## config.mk

```make
export PLATFORM = sky130hd
export DESIGN_NAME = dsl_slice
export DESIGN_NICKNAME = d
export VERILOG_FILES = /design/src/dsl_pkg.sv /design/src/dsl_alu_if.sv /design/src/dsl_stage.sv /design/src/dsl_alu.sv /design/src/dsl_slice.sv
export VERILOG_INCLUDE_DIRS = /design/src
export SDC_FILE = /design/constraint.sdc
export NUM_CORES = 2
export LEC_CHECK = 0
export ABC_AREA = 1
export BUFFER_PORTS_ARGS = -buffer_cell sky130_fd_sc_hd__buf_2
export CORE_MARGIN = 2
export CORE_UTILIZATION = 45
export DETAILED_ROUTE_END_ITERATION = 7
export SYNTH_ARGS = -nofsm -noshare
export SYNTH_HDL_FRONTEND = slang
export SYNTH_SLANG_ARGS = --single-unit
```

## constraint.sdc

```tcl
create_clock -name clk -period 17.46 [get_ports clk]
set_input_delay 3.492 -clock clk [delete_from_list [all_inputs] [get_ports clk]]
set_output_delay 3.492 -clock clk [all_outputs]
set_load 0.1 [all_outputs]
```

## src/dsl_slice_defines.svh

```systemverilog
// Constants of the arithmetic slice wrapper: widths, control word fields, limits.
// Assumes it is included by its bare name from the package and the modules.
`ifndef DSL_SLICE_DEFINES_SVH
`define DSL_SLICE_DEFINES_SVH

// ----------------------------------------------------------------
// Data widths
// ----------------------------------------------------------------
`define DSL_AW 30
`define DSL_BW 18
`define DSL_CW 48
`define DSL_DW 25
`define DSL_MW 43
`define DSL_PW 48
`define DSL_SEGW 12
`define DSL_NSEG 4

// ----------------------------------------------------------------
// Consolidated control word
// ----------------------------------------------------------------
`define DSL_CTRLW 20
`define DSL_OPSEL_LSB 0
`define DSL_OPSEL_W 7
`define DSL_ALUFN_LSB 7
`define DSL_ALUFN_W 4
`define DSL_CIN_BIT 11
`define DSL_CSEL_LSB 12
`define DSL_CSEL_W 3
`define DSL_INMODE_LSB 15
`define DSL_INMODE_W 5

// ----------------------------------------------------------------
// Detector limits and reset values
// ----------------------------------------------------------------
`define DSL_N_MIN 1
`define DSL_N_MAX 46
`define DSL_PATTERN_RST 48'h0
`define DSL_MASK_RST 48'hFFFF_FFFF_FF00
`define DSL_SHIFT 17

`endif

```

## src/dsl_pkg.sv

```systemverilog
// Types shared by the arithmetic slice wrapper modules.
// Assumes dsl_slice_defines.svh is on the include path.
package dsl_pkg;
    `include "dsl_slice_defines.svh"

    typedef enum logic [1:0] {
        DSL_SIMD_ONE = 2'b00,
        DSL_SIMD_TWO = 2'b01,
        DSL_SIMD_FOUR = 2'b10
    } dsl_simd_e;

    typedef enum logic [3:0] {
        DSL_FN_ADD = 4'b0000,
        DSL_FN_NEGZ = 4'b0001,
        DSL_FN_NOTADD = 4'b0010,
        DSL_FN_SUBZ = 4'b0011,
        DSL_FN_XOR = 4'b0100,
        DSL_FN_AND = 4'b1100,
        DSL_FN_OR = 4'b1110
    } dsl_alu_e;

    typedef logic [`DSL_PW-1:0] dsl_word_t;
endpackage

```

## src/dsl_alu_if.sv

```systemverilog
// Bundle between the slice top and its adder/logic unit.
// Assumes dsl_pkg is compiled first.
`timescale 1ns/10ps
interface dsl_alu_if;
    dsl_pkg::dsl_word_t x;
    dsl_pkg::dsl_word_t y;
    dsl_pkg::dsl_word_t z;
    logic cin;
    logic [3:0] fn;
    dsl_pkg::dsl_simd_e simd;
    dsl_pkg::dsl_word_t res;
    logic [3:0] cout;
    logic cascOut;

    modport core (input x, y, z, cin, fn, simd, output res, cout, cascOut);
    modport user (output x, y, z, cin, fn, simd, input res, cout, cascOut);
endinterface

```

## src/dsl_stage.sv

```systemverilog
// One optional register stage with synchronous reset and enable.
// Assumes a single clock; when PRESENT is 0 the stage is a plain wire.
`timescale 1ns/10ps
module dsl_stage #(
    parameter int W = 1,
    parameter bit PRESENT = 1'b1
) (
    // Clock and reset
    input wire logic clk,
    input wire logic rst_n,
    input wire logic clkEn,
    // Stage control
    input wire logic srst,
    input wire logic ce,
    // Data
    input wire logic [W-1:0] d,
    output logic [W-1:0] q
);
    generate
        if (PRESENT) begin : g_reg
            logic [W-1:0] q_r;
            logic [W-1:0] q_nxt;
            always_comb begin
                q_nxt = q_r;
                if (srst) begin
                    q_nxt = '0;
                end else if (ce) begin
                    q_nxt = d;
                end
            end
            always_ff @(posedge clk or negedge rst_n) begin
                if (!rst_n) begin
                    q_r <= '0;
                end else if (clkEn) begin
                    q_r <= q_nxt;
                end
            end
            assign q = q_r;
        end else begin : g_wire
            assign q = d;
        end
    endgenerate
endmodule

```

## src/dsl_alu.sv

```systemverilog
// SIMD adder/subtracter/logic unit of the slice.
// Assumes the caller keeps Y at zero in split modes, as the multiplier is idle then.
`timescale 1ns/10ps
`include "dsl_slice_defines.svh"
module dsl_alu (
    // Operands and results
    dsl_alu_if.core bus
);
    logic [`DSL_PW-1:0] xy;
    logic [`DSL_PW-1:0] zz;
    logic [`DSL_PW-1:0] sum;
    logic [`DSL_NSEG:0] ch;
    logic subZ;

    assign subZ = (bus.fn == dsl_pkg::DSL_FN_SUBZ) || (bus.fn == dsl_pkg::DSL_FN_NEGZ);
    assign xy = bus.x + bus.y;
    assign zz = subZ ? ~bus.z : bus.z;
    assign ch[0] = bus.cin;

    // ----------------------------------------------------------------
    // Segments: a unit starts where the SIMD split puts a boundary
    // ----------------------------------------------------------------
    generate
        for (genvar k = 0; k < `DSL_NSEG; k++) begin : g_seg
            logic start;
            logic segIn;
            assign start = (k == 0) || (bus.simd == dsl_pkg::DSL_SIMD_FOUR) ||
                           ((bus.simd == dsl_pkg::DSL_SIMD_TWO) && (k == 2));
            assign segIn = start ? bus.cin : ch[k];
            assign {ch[k+1], sum[k*`DSL_SEGW +: `DSL_SEGW]} =
                {1'b0, zz[k*`DSL_SEGW +: `DSL_SEGW]} +
                {1'b0, xy[k*`DSL_SEGW +: `DSL_SEGW]} + {12'h000, segIn};
        end
    endgenerate

    always_comb begin
        case (bus.fn)
            dsl_pkg::DSL_FN_ADD: bus.res = sum;
            dsl_pkg::DSL_FN_NEGZ: bus.res = sum;
            dsl_pkg::DSL_FN_SUBZ: bus.res = ~sum;
            dsl_pkg::DSL_FN_NOTADD: bus.res = ~sum;
            dsl_pkg::DSL_FN_XOR: bus.res = bus.x ^ bus.z;
            dsl_pkg::DSL_FN_AND: bus.res = bus.x & bus.z;
            dsl_pkg::DSL_FN_OR: bus.res = bus.x | bus.z;
            default: bus.res = sum;
        endcase
    end

    // Lowest unit in bit 0, highest unit in the top used bit
    always_comb begin
        case (bus.simd)
            dsl_pkg::DSL_SIMD_ONE: bus.cout = {3'h0, ch[4]};
            dsl_pkg::DSL_SIMD_TWO: bus.cout = {2'h0, ch[4], ch[2]};
            dsl_pkg::DSL_SIMD_FOUR: bus.cout = ch[4:1];
            default: bus.cout = {3'h0, ch[4]};
        endcase
    end

    assign bus.cascOut = ch[4];
endmodule

```

## src/dsl_slice.sv

```systemverilog
// Top of the arithmetic slice wrapper: optional ports, pipeline stages,
// pre-adder, multiplier, SIMD adder and pattern, overflow and underflow flags.
// Assumes one clock; cascade ports join only adjacent slices of the same kind.
// What this block does
// - Consolidated 20-bit control word split into fields
// - Hidden third operand reads as zero
// - Global reset drives every present stage reset
// - Global enable drives every present stage enable
// - Carry output width follows the SIMD split
// - Pattern flag set on masked pattern equality
// - Inverse flag set on masked inverted equality
// - Overflow flags result beyond bit N
// - Underflow flags result below minus bit N
// - Sign cascade joins next slice for wide accumulators
// - Operand input pipelines configurable, zero bypasses
// - Cascade-out depth not above input depth
// - Each listed path has selectable register stage
// - Separate active-high resets clear their registers
// - Control reset clears operation and carry select
// - Separate enables for both operand pipeline stages
// - Control enable gates operation and carry select
// - Optional enables for pre-adder and input mode
// - Adder splits into one, two or four units
// - Pre-adder adds data input to first operand
// - Auto reset clears output after a match
`timescale 1ns/10ps
`include "dsl_slice_defines.svh"
module dsl_slice #(
    parameter bit CONSOLIDATE = 1'b1,
    parameter bit USE_C = 1'b1,
    parameter bit USE_GLOBAL_RST = 1'b0,
    parameter bit USE_GLOBAL_EN = 1'b0,
    parameter bit USE_SEP_RST = 1'b1,
    parameter bit USE_SEP_CE = 1'b1,
    parameter bit A_FROM_CASC = 1'b0,
    parameter bit B_FROM_CASC = 1'b0,
    parameter int AREG = 1,
    parameter int BREG = 1,
    parameter int ACASCREG = 1,
    parameter int BCASCREG = 1,
    parameter bit CREG = 1'b1,
    parameter bit PREG = 1'b1,
    parameter bit MREG = 1'b1,
    parameter bit OPREG = 1'b1,
    parameter bit ALUREG = 1'b1,
    parameter bit CINREG = 1'b1,
    parameter bit CSELREG = 1'b1,
    parameter bit DREG = 1'b1,
    parameter bit ADREG = 1'b1,
    parameter bit INREG = 1'b1,
    parameter bit USE_PREADD = 1'b0,
    parameter dsl_pkg::dsl_simd_e SIMD = dsl_pkg::DSL_SIMD_ONE,
    parameter bit PAT_FROM_C = 1'b0,
    parameter bit MASK_FROM_C = 1'b0,
    parameter logic [`DSL_PW-1:0] PATTERN = `DSL_PATTERN_RST,
    parameter logic [`DSL_PW-1:0] MASK = `DSL_MASK_RST,
    parameter bit AUTORESET = 1'b0
) (
    // Clock, reset, freeze
    input wire logic clk,
    input wire logic rst_n,
    input wire logic clkEn,
    // Data operands
    input wire logic [`DSL_AW-1:0] a,
    input wire logic [`DSL_BW-1:0] b,
    input wire logic [`DSL_CW-1:0] c,
    input wire logic [`DSL_DW-1:0] d,
    // Control, consolidated or separate
    input wire logic [`DSL_CTRLW-1:0] ctrlWord,
    input wire logic [`DSL_OPSEL_W-1:0] opSel,
    input wire logic [`DSL_ALUFN_W-1:0] aluFn,
    input wire logic carryIn,
    input wire logic [`DSL_CSEL_W-1:0] carrySel,
    input wire logic [`DSL_INMODE_W-1:0] inMode,
    // Global reset and enable
    input wire logic globalRst,
    input wire logic globalEn,
    // Separate resets, active high
    input wire logic firstOperandRst,
    input wire logic secondOperandRst,
    input wire logic thirdOperandRst,
    input wire logic multRst,
    input wire logic outputRst,
    input wire logic carryInRst,
    input wire logic aluFnRst,
    input wire logic ctrlRst,
    input wire logic preAddRst,
    input wire logic inModeRst,
    // Separate enables
    input wire logic firstOperandStage1Enable,
    input wire logic firstOperandStage2Enable,
    input wire logic secondOperandStage1Enable,
    input wire logic secondOperandStage2Enable,
    input wire logic thirdOperandEnable,
    input wire logic multEnable,
    input wire logic outputEnable,
    input wire logic carryInEnable,
    input wire logic aluFnEnable,
    input wire logic ctrlEnable,
    input wire logic preAddInEnable,
    input wire logic preAddOutEnable,
    input wire logic inModeEnable,
    // Cascade inputs
    input wire logic [`DSL_AW-1:0] aCascIn,
    input wire logic [`DSL_BW-1:0] bCascIn,
    input wire logic [`DSL_PW-1:0] pCascIn,
    input wire logic carryCascIn,
    input wire logic multSignCascIn,
    // Results
    output logic [`DSL_PW-1:0] p,
    output logic [3:0] carryOut,
    output logic patternMatch,
    output logic patternInvMatch,
    output logic overflow,
    output logic underflow,
    // Cascade outputs
    output logic [`DSL_AW-1:0] aCascOut,
    output logic [`DSL_BW-1:0] bCascOut,
    output logic [`DSL_PW-1:0] pCascOut,
    output logic carryCascOut,
    output logic multSignCascOut
);
    localparam int FW = `DSL_PW + 8;

    // ----------------------------------------------------------------
    // Reset and enable steering
    // ----------------------------------------------------------------
    logic gRst;
    logic gEn;
    assign gRst = USE_GLOBAL_RST ? globalRst : 1'b0;
    assign gEn = USE_GLOBAL_EN ? globalEn : 1'b1;

    function automatic logic rstOf(input logic own, input logic g);
        return g | (USE_SEP_RST ? own : 1'b0);
    endfunction
    function automatic logic ceOf(input logic own, input logic g);
        return g & (USE_SEP_CE ? own : 1'b1);
    endfunction

    // ----------------------------------------------------------------
    // Control sources
    // ----------------------------------------------------------------
    logic [`DSL_OPSEL_W-1:0] opSrc;
    logic [`DSL_ALUFN_W-1:0] fnSrc;
    logic cinSrc;
    logic [`DSL_CSEL_W-1:0] cselSrc;
    logic [`DSL_INMODE_W-1:0] inSrc;
    always_comb begin
        if (CONSOLIDATE) begin
            opSrc = ctrlWord[`DSL_OPSEL_LSB +: `DSL_OPSEL_W];
            fnSrc = ctrlWord[`DSL_ALUFN_LSB +: `DSL_ALUFN_W];
            cinSrc = ctrlWord[`DSL_CIN_BIT];
            cselSrc = ctrlWord[`DSL_CSEL_LSB +: `DSL_CSEL_W];
            inSrc = ctrlWord[`DSL_INMODE_LSB +: `DSL_INMODE_W];
        end else begin
            opSrc = opSel;
            fnSrc = aluFn;
            cinSrc = carryIn;
            cselSrc = carrySel;
            inSrc = inMode;
        end
    end

    logic [`DSL_OPSEL_W-1:0] opQ;
    logic [`DSL_ALUFN_W-1:0] fnQ;
    logic cinQ;
    logic [`DSL_CSEL_W-1:0] cselQ;
    logic [`DSL_INMODE_W-1:0] inQ;
    // Operation select and carry select share one reset and one enable
    dsl_stage #(.W(`DSL_OPSEL_W), .PRESENT(OPREG)) uOp (.clk(clk), .rst_n(rst_n),
        .clkEn(clkEn), .srst(rstOf(ctrlRst, gRst)), .ce(ceOf(ctrlEnable, gEn)),
        .d(opSrc), .q(opQ));
    dsl_stage #(.W(`DSL_CSEL_W), .PRESENT(CSELREG)) uCsel (.clk(clk), .rst_n(rst_n),
        .clkEn(clkEn), .srst(rstOf(ctrlRst, gRst)), .ce(ceOf(ctrlEnable, gEn)),
        .d(cselSrc), .q(cselQ));
    dsl_stage #(.W(`DSL_ALUFN_W), .PRESENT(ALUREG)) uFn (.clk(clk), .rst_n(rst_n),
        .clkEn(clkEn), .srst(rstOf(aluFnRst, gRst)), .ce(ceOf(aluFnEnable, gEn)),
        .d(fnSrc), .q(fnQ));
    dsl_stage #(.W(1), .PRESENT(CINREG)) uCin (.clk(clk), .rst_n(rst_n),
        .clkEn(clkEn), .srst(rstOf(carryInRst, gRst)), .ce(ceOf(carryInEnable, gEn)),
        .d(cinSrc), .q(cinQ));
    dsl_stage #(.W(`DSL_INMODE_W), .PRESENT(INREG)) uIn (.clk(clk), .rst_n(rst_n),
        .clkEn(clkEn), .srst(rstOf(inModeRst, gRst)), .ce(ceOf(inModeEnable, gEn)),
        .d(inSrc), .q(inQ));

    // ----------------------------------------------------------------
    // Operand pipelines
    // ----------------------------------------------------------------
    logic [`DSL_AW-1:0] aSrc;
    logic [`DSL_AW-1:0] a1Q;
    logic [`DSL_AW-1:0] aQ;
    logic [`DSL_BW-1:0] bSrc;
    logic [`DSL_BW-1:0] b1Q;
    logic [`DSL_BW-1:0] bQ;
    assign aSrc = A_FROM_CASC ? aCascIn : a;
    assign bSrc = B_FROM_CASC ? bCascIn : b;

    // A single stage sits in the second position and uses the second enable
    dsl_stage #(.W(`DSL_AW), .PRESENT(AREG == 2)) uA1 (.clk(clk), .rst_n(rst_n),
        .clkEn(clkEn), .srst(rstOf(firstOperandRst, gRst)),
        .ce(ceOf(firstOperandStage1Enable, gEn)), .d(aSrc), .q(a1Q));
    dsl_stage #(.W(`DSL_AW), .PRESENT(AREG >= 1)) uA2 (.clk(clk), .rst_n(rst_n),
        .clkEn(clkEn), .srst(rstOf(firstOperandRst, gRst)),
        .ce(ceOf(firstOperandStage2Enable, gEn)), .d(a1Q), .q(aQ));
    dsl_stage #(.W(`DSL_BW), .PRESENT(BREG == 2)) uB1 (.clk(clk), .rst_n(rst_n),
        .clkEn(clkEn), .srst(rstOf(secondOperandRst, gRst)),
        .ce(ceOf(secondOperandStage1Enable, gEn)), .d(bSrc), .q(b1Q));
    dsl_stage #(.W(`DSL_BW), .PRESENT(BREG >= 1)) uB2 (.clk(clk), .rst_n(rst_n),
        .clkEn(clkEn), .srst(rstOf(secondOperandRst, gRst)),
        .ce(ceOf(secondOperandStage2Enable, gEn)), .d(b1Q), .q(bQ));

    // Cascade taps; a depth above the input depth is clamped to it
    assign aCascOut = (ACASCREG == 0) ? aSrc :
                      ((ACASCREG >= AREG) ? aQ : a1Q);
    assign bCascOut = (BCASCREG == 0) ? bSrc :
                      ((BCASCREG >= BREG) ? bQ : b1Q);

    // ----------------------------------------------------------------
    // Third operand and pre-adder
    // ----------------------------------------------------------------
    logic [`DSL_CW-1:0] cSrc;
    logic [`DSL_CW-1:0] cQ;
    assign cSrc = USE_C ? c : '0;
    dsl_stage #(.W(`DSL_CW), .PRESENT(CREG)) uC (.clk(clk), .rst_n(rst_n),
        .clkEn(clkEn), .srst(rstOf(thirdOperandRst, gRst)),
        .ce(ceOf(thirdOperandEnable, gEn)), .d(cSrc), .q(cQ));

    logic [`DSL_DW-1:0] dQ;
    logic [`DSL_DW-1:0] adSum;
    logic [`DSL_DW-1:0] adQ;
    logic [`DSL_DW-1:0] aPre;
    dsl_stage #(.W(`DSL_DW), .PRESENT(DREG)) uD (.clk(clk), .rst_n(rst_n),
        .clkEn(clkEn), .srst(rstOf(preAddRst, gRst)),
        .ce(ceOf(preAddInEnable, gEn)), .d(d), .q(dQ));

    // Mode bit 1 blanks the first operand, bit 2 adds the data input, bit 3 subtracts
    always_comb begin
        aPre = inQ[1] ? '0 : aQ[`DSL_DW-1:0];
        if (!inQ[2]) begin
            adSum = aPre;
        end else if (inQ[3]) begin
            adSum = dQ - aPre;
        end else begin
            adSum = dQ + aPre;
        end
    end
    dsl_stage #(.W(`DSL_DW), .PRESENT(ADREG)) uAd (.clk(clk), .rst_n(rst_n),
        .clkEn(clkEn), .srst(rstOf(preAddRst, gRst)),
        .ce(ceOf(preAddOutEnable, gEn)), .d(adSum), .q(adQ));

    // ----------------------------------------------------------------
    // Multiplier
    // ----------------------------------------------------------------
    logic [`DSL_DW-1:0] mulA;
    logic [`DSL_MW-1:0] mProd;
    logic [`DSL_MW-1:0] mQ;
    assign mulA = USE_PREADD ? adQ : aQ[`DSL_DW-1:0];
    assign mProd = `DSL_MW'($signed(mulA) * $signed(bQ));
    dsl_stage #(.W(`DSL_MW), .PRESENT(MREG)) uM (.clk(clk), .rst_n(rst_n),
        .clkEn(clkEn), .srst(rstOf(multRst, gRst)), .ce(ceOf(multEnable, gEn)),
        .d(mProd), .q(mQ));

    // ----------------------------------------------------------------
    // Operand selection into the adder
    // ----------------------------------------------------------------
    dsl_alu_if alu ();
    logic [`DSL_PW-1:0] mExt;
    logic cinSel;
    assign mExt = {{(`DSL_PW-`DSL_MW){mQ[`DSL_MW-1]}}, mQ};

    // Feedback from the output relies on the output stage being present
    always_comb begin
        case (opQ[1:0])
            2'h1: alu.x = mExt;
            2'h2: alu.x = p;
            2'h3: alu.x = {aQ, bQ};
            default: alu.x = '0;
        endcase
        case (opQ[3:2])
            2'h2: alu.y = {`DSL_PW{1'b1}};
            2'h3: alu.y = cQ;
            default: alu.y = '0;
        endcase
        case (opQ[6:4])
            3'h1: alu.z = pCascIn;
            3'h2: alu.z = p;
            3'h3: alu.z = cQ;
            3'h4: alu.z = p;
            3'h5: alu.z = {{`DSL_SHIFT{pCascIn[`DSL_PW-1]}}, pCascIn[`DSL_PW-1:`DSL_SHIFT]};
            3'h6: alu.z = {{`DSL_SHIFT{p[`DSL_PW-1]}}, p[`DSL_PW-1:`DSL_SHIFT]};
            3'h7: alu.z = {{`DSL_SHIFT{multSignCascIn}}, p[`DSL_PW-1:`DSL_SHIFT]};
            default: alu.z = '0;
        endcase
        case (cselQ)
            3'h1: cinSel = ~pCascIn[`DSL_PW-1];
            3'h2: cinSel = carryCascIn;
            3'h3: cinSel = pCascIn[`DSL_PW-1];
            default: cinSel = cinQ;
        endcase
    end
    assign alu.cin = cinSel;
    assign alu.fn = fnQ;
    assign alu.simd = SIMD;

    dsl_alu uAlu (.bus(alu.core));

    // ----------------------------------------------------------------
    // Pattern, overflow and underflow detection
    // ----------------------------------------------------------------
    logic [`DSL_PW-1:0] pat;
    logic [`DSL_PW-1:0] msk;
    logic [`DSL_PW-1:0] thr;
    logic [5:0] ones;
    logic [5:0] nBit;
    logic patHit;
    logic patInvHit;
    logic ovf;
    logic unf;
    assign pat = PAT_FROM_C ? cQ : PATTERN;
    assign msk = MASK_FROM_C ? cQ : MASK;
    assign patHit = &((alu.res ~^ pat) | msk);
    assign patInvHit = &((alu.res ~^ ~pat) | msk);

    always_comb begin
        ones = 6'h00;
        for (int i = 0; i < `DSL_PW; i++) begin
            ones = ones + {5'h00, msk[i]};
        end
        if (ones < 6'(`DSL_N_MIN)) begin
            nBit = 6'(`DSL_N_MIN);
        end else if (ones > 6'(`DSL_N_MAX)) begin
            nBit = 6'(`DSL_N_MAX);
        end else begin
            nBit = ones;
        end
    end
    assign thr = {`DSL_PW{1'b1}} << nBit;
    assign ovf = !alu.res[`DSL_PW-1] && |(alu.res & thr);
    assign unf = alu.res[`DSL_PW-1] && !(&(alu.res | ~thr));

    // ----------------------------------------------------------------
    // Output stage: result, flags and cascades register together
    // ----------------------------------------------------------------
    logic [FW-1:0] outD;
    logic [FW-1:0] outQ;
    logic autoClr;
    assign outD = {mQ[`DSL_MW-1], alu.cascOut, unf, ovf, patInvHit, patHit,
                   alu.cout[1:0], alu.res};
    // A match seen in the output stage clears it at the next edge
    assign autoClr = AUTORESET && outQ[`DSL_PW+2];
    dsl_stage #(.W(FW), .PRESENT(PREG)) uP (.clk(clk), .rst_n(rst_n), .clkEn(clkEn),
        .srst(rstOf(outputRst, gRst) | autoClr), .ce(ceOf(outputEnable, gEn)),
        .d(outD), .q(outQ));

    // Upper carry bits ride a small side stage to keep the bundle lean
    logic [1:0] coutHiQ;
    dsl_stage #(.W(2), .PRESENT(PREG)) uCoHi (.clk(clk), .rst_n(rst_n), .clkEn(clkEn),
        .srst(rstOf(outputRst, gRst) | autoClr), .ce(ceOf(outputEnable, gEn)),
        .d(alu.cout[3:2]), .q(coutHiQ));

    assign p = outQ[`DSL_PW-1:0];
    assign pCascOut = outQ[`DSL_PW-1:0];
    assign carryOut = {coutHiQ, outQ[`DSL_PW+1:`DSL_PW]};
    assign patternMatch = outQ[`DSL_PW+2];
    assign patternInvMatch = outQ[`DSL_PW+3];
    assign overflow = outQ[`DSL_PW+4];
    assign underflow = outQ[`DSL_PW+5];
    assign carryCascOut = outQ[`DSL_PW+6];
    assign multSignCascOut = outQ[`DSL_PW+7];
endmodule

```

==> impl.org <==
** CTS
- Clock tree from TritonCTS :: done
- The clock drives 208 sinks.
- Total clock buffers created by CTS :: 30
- CTS placed an instance of sky130_fd_sc_hd__clkbuf_16 at the clock tree root.
- Post-CTS Setup Bufs :: 0
- CTS hold repair buffers :: 0
- After clock tree synthesis, the repair step resized 0 gates.
- The clock passes through at most 3 buffers.
- In this run the number of H-tree levels came out at 1.
- Clock transition at the register clock pins on the worst setup and hold paths after CTS :: 0.06 ns
- The clock reaches the later pin of the worst-skew pair after 0.66 ns.

** Power and ir drop
- Net switching is 60.88% of the power.
- Post-layout power :: 5.335 mW
- Internal power contribution :: 2.087 mW
- Relative contribution of combinational cells to total power :: 72.4%
- In this run the power spent charging and discharging nets is 3.248 mW.
- Of the total power, the clock network draws 13.6%.
- In this run the static leakage power is 20.88 nW.
- The worst-case IR drop observed on VDD is 0.1558 mV.
- PwrDens :: 133.8 mW/mm²
- Sequential group share of total power :: 14.0%

** Routing
- Detailed-route wire length :: 145.3 mm
- Iteration-0 DRC Markers :: 2872
- Dividing the detail-routed wire length by the instance count gives 23.25 µm.
- Dividing the detail-routed via count by the number of cells gives 5.496.
- For this run, design rule violations remaining after detail routing come to 0.
- Detailed routing inserted a total of 34360 vias.
- For this run, the detailed router's first-pass iteration total came to 8.
- The count of nets left with antenna violations once routing finished came out at 0.

** Cells and area
- Layout Utilization :: 49.49%
- Post-Layout Cell Count :: 6252
- In the final layout, the share of cells above drive strength 1 is 9.728%.
- After the last flow step, the layout net total stands at 6199.
- From synthesis to final layout, the design area changed by 9.006%.

** Yosys
- Area of the mapped netlist :: 0.03657 mm²
- Yosys printed 0 warnings.
- Synthesis instantiated 54 different standard cells from the library.
- In the synthesized netlist the async set-or-reset flop fraction comes to 100.0%.
- Dividing the synthesized area by the synthesized cell count gives 7.277 µm².
- Counting every instance in the synthesized netlist gives 5025.
- The share of the Yosys chip area taken by registers is 14.23%.
- Flip-flop and latch count after synthesis :: 208
- Number of synthesized flops with an enable pin :: 0
- Among all flip-flop cells after synthesis, the most frequent one is sky130_fd_sc_hd__dfrtp_1.

** Worst setup path
- Worst path required time :: 17.98 ns
- STA classifies the critical path startpoint as an input port.
- In this run the worst path has a maximum fanout of 3.
- Worst Setup Path Type :: in -> reg
- Counting both buffers and inverters, the worst setup path holds a total of 2.
- Crit-path most repeated cell :: sky130_fd_sc_hd__nand2_1
- The worst setup path is captured at a flop.
- The cell family contributing the most delay on the critical path is adder cells.
- Critical-path cell with the highest stage delay :: sky130_fd_sc_hd__fa_1
- Data arrives at the worst endpoint at 12.85 ns.
- The largest single stage delay on the critical path is 0.52 ns.

** Timing
- Max-slew violations :: 0
- In this run the tightest slew margin relative to its limit is 18.13%.
- Total negative slack for setup checks :: 0 ns
- Setup repair after global routing left no endpoint under its margin.
- After layout, the worst path uses 70.64% of the clock period.
- For the pin with the worst max-slew slack, the measured transition is 1.228 ns.
- Setup violations remaining at the end of the flow were counted as 0.
- For this run, the top clock speed supported by timing is 81.08 MHz.
- Across all hold checks on the routed design, the worst slack comes to 0.4846 ns.
- Final min period :: 12.33 ns
- The final count of hold timing violations is 0.
- On the final layout, the worst clock skew is 0.05287 ns.

** Floorplanning
- For this configuration, the core starts out at a cell density of 45.40%.
- Die H :: 289.1 µm
- The region available for standard cell placement spans 0.08055 mm².
- 441 I/O pins were placed.
- Number of rows created at floorplan :: 104
- The die is 289.1 µm wide.
- Overall die area :: 0.08356 mm²

** GRT
- First-pass GRT wire length :: 215.1 mm
- GRT overflow :: 0
- Via count of the first global-routing pass :: 34090
- The number of antenna violations at the first check in global routing is 3.
- Global routing consumed, over all layers together, 34.84% of the routing resources.
- Entering global routing, the biggest net connects 92 pins.

** Run status
- Result of the run :: finished clean

** Place
- Detail Placement HPWL :: 117.7 mm
- Weighted congestion reported at the end of routability-driven placement :: 0.9904
- Placed cell count :: 6196
- Input and output buffers added on the ports amount to 330.

** Run
- Across the run, the number of max-cap violations was 0.

** Hold path
- In this run the worst hold path is classified as reg -> reg.
==> worst min-delay path: cells and delay by family, from the launching register on <==
kind	cells	cell delay (ns)
DFF	1	0.34
and+or+nand+nor	2	0.12
==> final timing paths <==
kind | from | endpoint | slack, ns | cells after the start
setup / recovery | pCascIn[0] | uP.q[53] | 5.13 | 58
hold / removal | uP.q[52] | uP.q[52] | 0.48 | 2
setup reg to reg | uOp.q[0] | uP.q[53] | 5.71 | 62
hold reg to reg | uP.q[52] | uP.q[52] | 0.48 | 2
max in group asynchronous | rst_n | uC.q[13] | 13.11 | 2
min in group asynchronous | rst_n | uA2.q[15] | 2.85 | 1
==> routing by layer <==
layer	routed length, µm	global-route usage, %
met1	59560	45.00
met2	67890	57.51
met4	8662	17.64
met3	9226	4.496
met5	0	0
==> registers in the layout, indices dropped and copies added, names as in the netlist <==
register and count:
uM.q 43, uA2.q 30, uOp.q 7, uC.q 48, uFn.q 4, uCsel.q 3
uB2.q 18, uP.q 54, uCin.q 1
==> cells in the mapped netlist (4+ instances only) <==
master	instances	share of area (%)
sky130_fd_sc_hd__a211oi_1	24	0.49
sky130_fd_sc_hd__a21boi_0	4	0.082
sky130_fd_sc_hd__a21o_1	31	0.64
sky130_fd_sc_hd__a21oi_1	249	3.4
sky130_fd_sc_hd__a221oi_1	30	0.72
sky130_fd_sc_hd__a22oi_1	5	0.10
sky130_fd_sc_hd__a31oi_1	24	0.41
sky130_fd_sc_hd__and2_1	5	0.086
sky130_fd_sc_hd__and3_1	4	0.068
sky130_fd_sc_hd__buf_1	20	0.21
sky130_fd_sc_hd__buf_2	24	0.33
sky130_fd_sc_hd__buf_4	53	1.1
sky130_fd_sc_hd__clkbuf_1	183	1.9
sky130_fd_sc_hd__clkinv_1	6	0.062
sky130_fd_sc_hd__dfrtp_1	208	14
sky130_fd_sc_hd__fa_1	450	25
sky130_fd_sc_hd__ha_1	294	10
sky130_fd_sc_hd__inv_1	1083	11
sky130_fd_sc_hd__inv_2	7	0.072
sky130_fd_sc_hd__nand2_1	1063	11
sky130_fd_sc_hd__nand3_1	292	4.0
sky130_fd_sc_hd__nand3b_1	6	0.12
sky130_fd_sc_hd__nand4_1	16	0.27
sky130_fd_sc_hd__nor2_1	250	2.6
sky130_fd_sc_hd__nor3_1	27	0.37
sky130_fd_sc_hd__nor3_2	7	0.19
sky130_fd_sc_hd__nor3_4	12	0.53
sky130_fd_sc_hd__nor4_1	5	0.086
sky130_fd_sc_hd__o2111ai_1	12	0.29
sky130_fd_sc_hd__o211ai_1	4	0.082
sky130_fd_sc_hd__o21a_1	7	0.14
sky130_fd_sc_hd__o21ai_0	325	4.4
sky130_fd_sc_hd__o21ai_1	8	0.11
sky130_fd_sc_hd__o21ai_2	23	0.55
sky130_fd_sc_hd__o21bai_1	22	0.45
sky130_fd_sc_hd__o22ai_1	95	1.6
sky130_fd_sc_hd__xnor2_1	34	0.81
sky130_fd_sc_hd__xor2_1	93	2.2
==> cell families (layout without fill, tap and decap cells) <==
family	count (synthesis)	count (layout)	synth area share, %
AND/OR/NAND/NOR	1694	1694	19.40
buffers and inverters	1380	1544	14.87
AO/OA/AOI/OAI	871	871	13.74
adder cells (fa/ha/maj)	744	744	34.70
flip-flops	208	208	14.23
XOR/XNOR	127	127	3.042
other	1	4	0.01026
==> cells in the final DEF, fill, tap and decap left out, types with 7 or more instances in the layout <==
cell / synthesis / layout
sky130_fd_sc_hd__nor3_1: 27 / 27
sky130_fd_sc_hd__nor2_1: 250 / 246
sky130_fd_sc_hd__nor3_4: 12 / 12
sky130_fd_sc_hd__a21o_1: 31 / 31
sky130_fd_sc_hd__clkbuf_16: 0 / 31
sky130_fd_sc_hd__o21ai_2: 23 / 25
sky130_fd_sc_hd__a21oi_1: 249 / 249
sky130_fd_sc_hd__o21ai_1: 8 / 8
sky130_fd_sc_hd__o21a_1: 7 / 7
sky130_fd_sc_hd__nor3_2: 7 / 7
sky130_fd_sc_hd__a221oi_1: 30 / 30
sky130_fd_sc_hd__a31oi_1: 24 / 24
sky130_fd_sc_hd__buf_2: 24 / 329
sky130_fd_sc_hd__o21ai_0: 325 / 323
sky130_fd_sc_hd__a211oi_1: 24 / 24
sky130_fd_sc_hd__inv_2: 7 / 7
sky130_fd_sc_hd__ha_1: 294 / 294
sky130_fd_sc_hd__dfrtp_1: 208 / 207
sky130_fd_sc_hd__bufinv_16: 0 / 7
sky130_fd_sc_hd__xor2_1: 93 / 93
sky130_fd_sc_hd__o21bai_1: 22 / 22
sky130_fd_sc_hd__fa_1: 450 / 450
sky130_fd_sc_hd__o2111ai_1: 12 / 12
sky130_fd_sc_hd__xnor2_1: 34 / 34
sky130_fd_sc_hd__buf_4: 53 / 62
sky130_fd_sc_hd__nand2_1: 1063 / 1063
sky130_fd_sc_hd__nand3_1: 292 / 292
sky130_fd_sc_hd__o22ai_1: 95 / 95
sky130_fd_sc_hd__nand4_1: 16 / 16
sky130_fd_sc_hd__inv_1: 1083 / 1083
==> area by class of cell <==
cell class,instances,area (µm²)
Fill cell,8401,40690
Multi-Input combinational cell,3439,25960
Sequential cell,208,5206
Inverter,1097,4120
Timing Repair Buffer,392,2127
Tap cell,1060,1326
Clock buffer,41,853.3
Clock inverter,14,260.3
Antenna cell,1,2.502
==> per-stage QoR <==
step                      setup slack, ns  area [µm²]
after global routing                4.391       39860
after CTS                           5.221       39860
final                               5.127       39860
after global placement              4.652       38740
after floorplan                     6.109       36570
after detailed placement            4.610       38740
==> power groups by stage <==
stage	logic (mW)	registers (mW)	clock network (mW)
after floorplan	2.46	1.05	0
after global placement	3.81	0.750	0
after detailed placement	3.80	0.751	0
after CTS	3.84	0.743	0.735
after global routing	4.24	0.753	0.750
final	3.86	0.749	0.725
Note: power is estimated with default switching activity, not from simulation.
